==> config.mk <==
export PLATFORM = sky130hd
export DESIGN_NAME = three_port_parallel_io
export DESIGN_NICKNAME = d
export VERILOG_FILES = /design/src/rtl/three_port_parallel_io.v
export VERILOG_INCLUDE_DIRS = /design/src /design/src/rtl
export SDC_FILE = /design/constraint.sdc
export NUM_CORES = 1
export LEC_CHECK = 0
export BUFFER_PORTS_ARGS = -buffer_cell sky130_fd_sc_hd__buf_2
export CORE_MARGIN = 1.5
export CORE_UTILIZATION = 50
export CTS_BUF_LIST = sky130_fd_sc_hd__clkbuf_2 sky130_fd_sc_hd__clkbuf_4 sky130_fd_sc_hd__clkbuf_8
export CTS_CLUSTER_DIAMETER = 80
export DETAILED_ROUTE_END_ITERATION = 12
export GPL_TIMING_DRIVEN = 1
export HOLD_SLACK_MARGIN = 0.15
export PLACE_DENSITY = 0.82
export SLEW_MARGIN = 20
export SYNTH_ARGS = -nofsm -noshare
export SYNTH_HDL_FRONTEND = slang
export SYNTH_SLANG_ARGS = --single-unit
==> constraint.sdc <==
create_clock -name clk -period 10.1 [get_ports clk]
set_input_delay 2.02 -clock clk [delete_from_list [all_inputs] [get_ports clk]]
set_output_delay 2.02 -clock clk [all_outputs]
set_load 0.01 [all_outputs]
==> src/rtl/gpio_map.vh <==
// register offsets, field widths and reset values of the three-port parallel i/o block
`ifndef GPIO_MAP_VH
`define GPIO_MAP_VH
`define PORT_A_DATA_IDX 4'h0
`define PORT_B_DATA_IDX 4'h1
`define PORT_C_DATA_IDX 4'h2
`define PORT_A_DIRECTION_IDX 4'h4
`define PORT_B_DIRECTION_IDX 4'h5
`define PORT_C_DIRECTION_IDX 4'h6
`define PORT_A_PULLUP_ENABLE_IDX 4'hD
`define PORT_C_PULLUP_ENABLE_IDX 4'hE
`define ANALOG_SELECT_IDX 4'h9
`define KEYPAD_IRQ_ENABLE_IDX 4'hA
`define PORT_A_WIDTH 8
`define PORT_B_WIDTH 8
`define PORT_C_WIDTH 7
`define DIRECTION_RESET 8'h00
`define PULLUP_RESET 8'h00
`define ANALOG_SELECT_RESET 8'h00
`define KEYPAD_IRQ_RESET 8'h00
`define ANALOG_SELECT_ENABLE_BIT 3
`define HTRANS_NONSEQ 2'h2
`define HTRANS_SEQ 2'h3
`endif

==> src/rtl/three_port_parallel_io.v <==
// three-port parallel i/o block with ahb-lite register slave
//
// The AHB-Lite slave port is this design's own decision.
`timescale 1ns/1ns
`include "gpio_map.vh"

module three_port_parallel_io (
  input wire clk, // system clock, 125 MHz
  input wire rst, // asynchronous reset, active high
  input wire hsel, // slave select
  input wire [31:0] haddr, // byte address
  input wire [1:0] htrans, // transfer type
  input wire hwrite, // write when high
  input wire [2:0] hsize, // transfer size
  input wire [31:0] hwdata, // write data
  input wire hready, // bus ready in
  output reg hreadyout, // slave ready
  output reg hresp, // always okay
  output reg [31:0] hrdata, // read data
  input wire [7:0] keypad_inputs, // keypad port pin levels
  output reg [7:0] keypad_out, // keypad port pin drive value
  output reg [7:0] keypad_oe, // keypad port output enable
  output reg [7:0] keypad_pullup, // keypad port pullup on
  output reg [7:0] keypad_irq_pin_en, // keypad pins acting as interrupt inputs
  input wire [7:0] analog_channel_inputs, // analog port pin levels
  output reg [7:0] analog_out, // analog port pin drive value
  output reg [7:0] analog_oe, // analog port output enable
  output reg [7:0] analog_route, // pin switched to the converter
  input wire [6:0] plain_inputs, // plain port pin levels
  output reg [6:0] plain_out, // plain port pin drive value
  output reg [6:0] plain_oe, // plain port output enable
  output reg [6:0] plain_pullup // plain port pullup on
);

  localparam AW = `PORT_A_WIDTH;
  localparam BW = `PORT_B_WIDTH;
  localparam CW = `PORT_C_WIDTH;

  // data latches, no reset; direction, pullup, select and irq registers reset to zero
  reg [AW-1:0] keypad_port_latch;
  reg [BW-1:0] analog_port_latch;
  reg [CW-1:0] plain_port_latch;
  reg [AW-1:0] keypad_port_direction;
  reg [BW-1:0] analog_port_direction;
  reg [CW-1:0] plain_port_direction;
  reg [AW-1:0] keypad_port_pullup_en;
  reg [CW-1:0] plain_port_pullup_en;
  reg [7:0] keypad_irq_enable;
  reg [7:0] analog_select;

  // three-stage pin samplers
  reg [AW-1:0] a_s1, a_s2, a_s3, a_pin;
  reg [BW-1:0] b_s1, b_s2, b_s3, b_pin;
  reg [CW-1:0] c_s1, c_s2, c_s3, c_pin;

  // ahb data phase state
  reg wr_pend;
  reg [3:0] wr_idx;
  wire [3:0] idx = haddr[5:2];
  wire addr_ok = (haddr[31:6] == 26'h0000000) && (haddr[1:0] == 2'h0);
  wire take = hsel && hready && htrans[1];
  wire [2:0] sel_ch = analog_select[2:0];
  wire sel_on = analog_select[`ANALOG_SELECT_ENABLE_BIT];
  reg [BW-1:0] sel_mask;
  reg [31:0] rd_val;

  always @* begin
    sel_mask = {BW{1'b0}};
    if (sel_on) begin
      sel_mask[sel_ch] = 1'b1;
    end
  end

  // pin level changes once the second and third stages agree
  always @(posedge clk or posedge rst) begin
    if (rst) begin
      a_s1 <= {AW{1'b0}};
      a_s2 <= {AW{1'b0}};
      a_s3 <= {AW{1'b0}};
      a_pin <= {AW{1'b0}};
      b_s1 <= {BW{1'b0}};
      b_s2 <= {BW{1'b0}};
      b_s3 <= {BW{1'b0}};
      b_pin <= {BW{1'b0}};
      c_s1 <= {CW{1'b0}};
      c_s2 <= {CW{1'b0}};
      c_s3 <= {CW{1'b0}};
      c_pin <= {CW{1'b0}};
    end else begin
      a_s1 <= keypad_inputs;
      a_s2 <= a_s1;
      a_s3 <= a_s2;
      a_pin <= (a_s2 & a_s3) | (a_pin & (a_s2 ^ a_s3));
      b_s1 <= analog_channel_inputs;
      b_s2 <= b_s1;
      b_s3 <= b_s2;
      b_pin <= (b_s2 & b_s3) | (b_pin & (b_s2 ^ b_s3));
      c_s1 <= plain_inputs;
      c_s2 <= c_s1;
      c_s3 <= c_s2;
      c_pin <= (c_s2 & c_s3) | (c_pin & (c_s2 ^ c_s3));
    end
  end

  // read mux: latch for outputs, pin for inputs
  always @* begin
    rd_val = 32'h00000000;
    if (!addr_ok) begin
      rd_val = 32'h00000000;
    end else if (idx == `PORT_A_DATA_IDX) begin
      rd_val[AW-1:0] = (keypad_port_latch & keypad_port_direction)
        | (a_pin & ~keypad_port_direction);
    end else if (idx == `PORT_B_DATA_IDX) begin
      rd_val[BW-1:0] = (analog_port_latch & analog_port_direction & ~sel_mask)
        | (b_pin & ~(analog_port_direction & ~sel_mask));
    end else if (idx == `PORT_C_DATA_IDX) begin
      rd_val[CW-1:0] = (plain_port_latch & plain_port_direction)
        | (c_pin & ~plain_port_direction);
    end else if (idx == `PORT_A_DIRECTION_IDX) begin
      rd_val[AW-1:0] = keypad_port_direction;
    end else if (idx == `PORT_B_DIRECTION_IDX) begin
      rd_val[BW-1:0] = analog_port_direction;
    end else if (idx == `PORT_C_DIRECTION_IDX) begin
      rd_val[CW-1:0] = plain_port_direction;
    end else if (idx == `PORT_A_PULLUP_ENABLE_IDX) begin
      rd_val[AW-1:0] = keypad_port_pullup_en;
    end else if (idx == `PORT_C_PULLUP_ENABLE_IDX) begin
      rd_val[CW-1:0] = plain_port_pullup_en;
    end else if (idx == `ANALOG_SELECT_IDX) begin
      rd_val[7:0] = analog_select;
    end else if (idx == `KEYPAD_IRQ_ENABLE_IDX) begin
      rd_val[7:0] = keypad_irq_enable;
    end
  end

  // bus handshake and control registers
  always @(posedge clk or posedge rst) begin
    if (rst) begin
      hreadyout <= 1'b1;
      hresp <= 1'b0;
      hrdata <= 32'h00000000;
      wr_pend <= 1'b0;
      wr_idx <= 4'h0;
      keypad_port_direction <= `DIRECTION_RESET;
      analog_port_direction <= `DIRECTION_RESET;
      plain_port_direction <= {CW{1'b0}};
      keypad_port_pullup_en <= `PULLUP_RESET;
      plain_port_pullup_en <= {CW{1'b0}};
      analog_select <= `ANALOG_SELECT_RESET;
      keypad_irq_enable <= `KEYPAD_IRQ_RESET;
    end else begin
      hreadyout <= 1'b1;
      hresp <= 1'b0;
      wr_pend <= take && hwrite && addr_ok;
      if (take) begin
        wr_idx <= idx;
      end
      if (take && !hwrite) begin
        hrdata <= rd_val;
      end
      if (wr_pend) begin
        if (wr_idx == `PORT_A_DIRECTION_IDX) begin
          keypad_port_direction <= hwdata[AW-1:0];
        end else if (wr_idx == `PORT_B_DIRECTION_IDX) begin
          analog_port_direction <= hwdata[BW-1:0];
        end else if (wr_idx == `PORT_C_DIRECTION_IDX) begin
          plain_port_direction <= hwdata[CW-1:0];
        end else if (wr_idx == `PORT_A_PULLUP_ENABLE_IDX) begin
          keypad_port_pullup_en <= hwdata[AW-1:0];
        end else if (wr_idx == `PORT_C_PULLUP_ENABLE_IDX) begin
          plain_port_pullup_en <= hwdata[CW-1:0];
        end else if (wr_idx == `ANALOG_SELECT_IDX) begin
          analog_select <= hwdata[7:0];
        end else if (wr_idx == `KEYPAD_IRQ_ENABLE_IDX) begin
          keypad_irq_enable <= hwdata[7:0];
        end
      end
    end
  end

  // latches keep their contents across reset
  always @(posedge clk) begin
    if (wr_pend && wr_idx == `PORT_A_DATA_IDX) begin
      keypad_port_latch <= hwdata[AW-1:0];
    end
    if (wr_pend && wr_idx == `PORT_B_DATA_IDX) begin
      analog_port_latch <= hwdata[BW-1:0];
    end
    if (wr_pend && wr_idx == `PORT_C_DATA_IDX) begin
      plain_port_latch <= hwdata[CW-1:0];
    end
  end

  // pad controls, registered
  always @(posedge clk or posedge rst) begin
    if (rst) begin
      keypad_out <= 8'h00;
      keypad_oe <= 8'h00;
      keypad_pullup <= 8'h00;
      keypad_irq_pin_en <= 8'h00;
      analog_out <= 8'h00;
      analog_oe <= 8'h00;
      analog_route <= 8'h00;
      plain_out <= 7'h00;
      plain_oe <= 7'h00;
      plain_pullup <= 7'h00;
    end else begin
      keypad_out <= keypad_port_latch;
      keypad_oe <= keypad_port_direction;
      keypad_pullup <= keypad_port_pullup_en & ~keypad_port_direction;
      keypad_irq_pin_en <= keypad_irq_enable;
      analog_out <= analog_port_latch;
      analog_oe <= analog_port_direction & ~sel_mask;
      analog_route <= sel_mask;
      plain_out <= plain_port_latch;
      plain_oe <= plain_port_direction;
      plain_pullup <= plain_port_pullup_en & ~plain_port_direction;
    end
  end

endmodule // three_port_parallel_io

# Yosys cells after proc, flatten, opt, wreduce, memory -nomap -nowiden
# Index checks and enable logic that the tools add are counted.
# word_totals
regBits,259
inputBits,97
out_inout_bits,111
# classes
magnitude_cmp,2
eq_ne,18
n_mux,17
bitwise,35
reduce_logical,22
# op_table
op,count
bitwise AND 8 bit,11
two-way mux 8 bit,9
bitwise AND 7 bit,5
"equality test 4 bit, second input constant",8
bitwise OR 8 bit,4
zero test 26 bit,1
"equality test 4 x 3 -> 1 bit, second input constant",6
inverter 8 bit,3
two-way mux 7 bit,3
XOR 8 bit,2
bitwise OR 7 bit,2
logical AND 1 bit,10
"equality test 4 x 1 -> 1 bit, second input constant",2
"equality test 4 x 2 -> 1 bit, second input constant",2
zero test 4 bit,2
AND reduction 8 bit,1
inverter 7 bit,1
AND reduction 7 bit,1
XOR 7 bit,1
inverter 1 bit,6
AND reduction 6 bit,1
AND reduction 5 bit,1
"< comparator 3 x 4 -> 1 bit, second input constant",1
two-way mux 1 bit,4
7 further kinds,7

# Longest topological paths before layout
# depth
word_depth,13
mapped_depth,8
mapped_depth_nobuf,5

# Least setup slack after synthesis
# Ideal clock, no wire load.
# synth_timing
kind,input to register
start,in haddr[4]
end,reg hrdata[6]
arrival_time_ns,3.152
slack_ns,6.815
path_stages,7
path_buffers,3
cell_sequence,buf_2 buf_2 buf_2 mux2i_1 o22ai_1 a221oi_1 a21oi_1
# synth_between
elab_chain_len,12
word_cells_on_any_way,21
# synth_rtl
element,line,rtl
"start, declared",three_port_parallel_io.v:11,"input wire [31:0] haddr,"
equality test 4 bit (no source line),-,
two-way mux 8 bit,three_port_parallel_io.v:131,end else if (idx == `KEYPAD_IRQ_ENABLE_IDX) begin
two-way mux 8 bit,three_port_parallel_io.v:129,end else if (idx == `ANALOG_SELECT_IDX) begin
two-way mux 7 bit,three_port_parallel_io.v:127,end else if (idx == `PORT_C_PULLUP_ENABLE_IDX) begin
two-way mux 8 bit,three_port_parallel_io.v:125,end else if (idx == `PORT_A_PULLUP_ENABLE_IDX) begin
two-way mux 7 bit,three_port_parallel_io.v:123,end else if (idx == `PORT_C_DIRECTION_IDX) begin
two-way mux 8 bit,three_port_parallel_io.v:121,end else if (idx == `PORT_B_DIRECTION_IDX) begin
two-way mux 8 bit,three_port_parallel_io.v:119,end else if (idx == `PORT_A_DIRECTION_IDX) begin
two-way mux 7 bit,three_port_parallel_io.v:116,end else if (idx == `PORT_C_DATA_IDX) begin
two-way mux 8 bit,three_port_parallel_io.v:113,end else if (idx == `PORT_B_DATA_IDX) begin
two-way mux 8 bit *,three_port_parallel_io.v:110,end else if (idx == `PORT_A_DATA_IDX) begin
two-way mux 8 bit *,three_port_parallel_io.v:108,if (!addr_ok) begin
"end signal, assigned",three_port_parallel_io.v:159,hrdata <= rd_val;
"end, declared",three_port_parallel_io.v:19,"output reg [31:0] hrdata,"
# Mark *: on every way between the ends. The rest lies on a longest branch, timed or not.
# A chain may end at the register's enable or synchronous reset.

# Worst setup path in the final report
# layout_timing
start,in haddr[2]
end,reg hrdata[0]
# The elaborated chain is that of the path after synthesis.

==> flow_metrics.tcl <==
set metrics [dict create \
    status "finished, final reports clean" \
    combPwrFrac_pct 4.8 \
    ys_seq_elements 259 \
    worstSetupStartpointType "input port" \
    worstPathCellList "buf_2 -> nand2b_1 -> o22ai_1 -> a221o_1 -> a222oi_1 -> o21a_1" \
    cpPeakStageDelay_ps 440 \
    cts_tree "done" \
    most-common-layout-cells "dfrtp_1 (236), buf_2 (153), mux2_2 (64), clkbuf_8 (56), conb_1 (26)" \
    cts.sinks 259 \
    cts_setup_buffers 0 \
    gp_congestion 0.8659 \
    r2r_end "analog_port_latch[0]$_DFFE_PP_" \
    vias_per_cell 5.359 \
    synthArstFlopShare_pct 91.12 \
    path_depth 6 \
    insertion_delay_ps 530 \
    yosysWarningCount 0 \
    min_period_ps 3479 \
    ys.flop_type "dfrtp_1" \
    drc 0 \
    p_sw_uw 467.1 \
    setup.worst_path.end_class "flip-flop" \
    crit_family "compound AO/OA/AOI/OAI gates" \
    pwr-share-clk_pct 43.8 \
    clockBufferDepth 3 \
    skew_ps 8.942 \
    core_mm2 0.01871 \
    grt_pass1_wl_um 31570 \
    fin_crit_sh_pct 34.44 \
    numPortBuffers 153 \
    fin_tns_setup_ps 0 \
    crit_buf_inv 1 \
    hpwl_um 13630 \
    critical_path_required_ps 10570 \
    r2r_start "wr_idx[3]$_DFFE_PP0P_" \
    cellLeakagePower_uw 0.005622 \
    first_pass_iters 5 \
    antenna_found_initial 0 \
    drt_iter0_markers 401 \
    cap_viol_max_count 0 \
    power_density_mw_per_mm2 188.8 \
    ctsHoldBuffers 0 \
    grt_pass1_vias 5936 \
    irDropWorstVdd_mv 0.1078 \
    fp.dieW_um 141.1 \
    max_freq_ghz 0.2875 \
    rsz0062_at_grt "no" \
    crit_type "input port to flip-flop" \
    final-setup-viol-count 0 \
    pre_cts_ws_ps 6143 \
    hp-start "b_s1[6]$_DFF_PP0_" \
    rows 50 \
    synthToLayoutAreaGrowth_pct 18.88 \
    post-route-util_pct 60.60 \
    worst_slew_pin_slew_ps 989.1 \
    path_max_fanout 27 \
    clk_pin_slew_ps 60 \
    htreeDepth 2 \
    io_pins 208 \
    drv_slew 0 \
    r2r_slack_ps 8060 \
    initial_utilization_pct 50.97 \
    die-area_mm2 0.01991 \
    crit_arrival_ps 3950 \
    cpMaxStageDelayCell "buf_2" \
    layout_setup_ws_ps 6621 \
    grtUsageMet2_pct 34.42 \
    fp.dieH_um 141.1 \
    root_buffer "clkbuf_8" \
    netlist_instances 635 \
    hold_viol 0 \
    busiest_layer "met2" \
    syn_area_per_cell_um2 15.01 \
    layout-drive-gt1-share_pct 36.37 \
    grt_overflow 0 \
    nNetsFinal 932 \
    synthTopCellsByArea "dfrtp_1 (62%), mux2_2 (7.6%), edfxtp_1 (7.2%)" \
    ys_seq_area_share_pct 69.19 \
    drtAntennaViolNets 0 \
    cts_buffers 42 \
    antenna_cells 0 \
    worstRegToRegCells 2 \
    nFillCells 1417 \
    p_sw_share_pct 21.83 \
    seq_power_share_pct 51.4 \
    synth-edff-count 23 \
    holdPathEnd "b_s2[6]$_DFF_PP0_" \
    groute.usage.overall_pct 20.76 \
    grt_max_degree 87 \
    finalWirelength_um 20100 \
    p_int_uw 1673 \
    relSlewSlack_pct 33.82 \
    cts.repair.resized 0 \
    use_met1_pct 27.57 \
    grt_util_met3_pct 4.450 \
    vias 5777 \
    ys_types 60 \
    min_path_cells 0 \
    yosys.area.top_type_share_pct 61.94 \
    yosysTopAreaCell "dfrtp_1" \
    layout_commonest_cell "dfrtp_1" \
    post_drt_wl_per_cell_um 18.64 \
    netlist_area_mm2 0.009534 \
    holdCritPathClass "flip-flop to flip-flop" \
]
cell usage after synthesis (10+ instances only):
cell type,count
mux2_2,64
nand2_1,19
a21oi_1,10
buf_4,27
mux2i_1,23
edfxtp_1,23
nor2_1,19
nor2b_1,21
buf_2,10
dfrtp_1,236
ha_1,23
a21o_1,23
nand3b_1,10
o21ai_0,17
area by class of cell:
cell class | instances | area, um2 | share of cell area (%)
clock buffers | 72 | 890.9 | 7.860
clock inverters | 4 | 20.02 | 0.1766
inverters | 5 | 26.28 | 0.2318
multi-input cells | 348 | 2720 | 24.00
flip-flops and latches | 259 | 6596 | 58.20
well taps | 234 | 292.8 | 2.583
repair buffers | 156 | 788.3 | 6.954
power by group through the flow:
stage / combinational (uW) / clock (uW) / sequential, uW
5_1_grt: 116 / 1000 / 1100
3_5_place_dp: 103 / 0 / 1120
2_1_floorplan: 73.8 / 0 / 1110
6_report: 103 / 937 / 1100
4_1_cts: 104 / 959 / 1100
3_3_place_gp: 101 / 0 / 1120
metal layers:
layer  share of wire (%)  vias up
met4                 1.7        0
met2                  49      228
li1                    -     2587
met3                 6.2       32
met1                  43     2930
met5                   0        -
worst max path at each step:
| stage | start | endpoint | slack (ps) |
|---|---|---|---|
| global placement | haddr[2] | hrdata[0]$_DFFE_PP0P_ | 6140 |
| global route | haddr[2] | hrdata[0]$_DFFE_PP0P_ | 6570 |
| detailed placement | haddr[2] | hrdata[0]$_DFFE_PP0P_ | 6140 |
| CTS | haddr[2] | hrdata[0]$_DFFE_PP0P_ | 6690 |
| floorplan | rst | a_pin[0]$_DFF_PP0_ | 1610 |
| finish | haddr[2] | hrdata[0]$_DFFE_PP0P_ | 6620 |
kinds of logic (layout without fill, tap and decap cells):
logic type               after synthesis  after routing  share of synthesized area, %
adder cells (fa/ha/maj)               23             23                         3.018
other                                  2             26                       0.07877
buffers and inverters                 52            237                         3.412
multiplexers                          87             87                         9.974
AO/OA/AOI/OAI                         96             96                         7.061
AND/OR/NAND/NOR                      116            116                         7.271
flip-flops                           259            259                         69.19
through the flow:
stage          hold slack (ps)  area [um2]  total power, uW  instances
4_1_cts                  346.8       11330             2163       1078
2_1_floorplan            331.2        9624             1188        659
3_5_place_dp             334.7       10420             1222       1002
5_1_grt                  350.4       11330             2223       1078
6_report                 342.1       11330             2140       1078
3_3_place_gp             332.3       10420             1217       1002
Power figures use the tool's default switching activity.
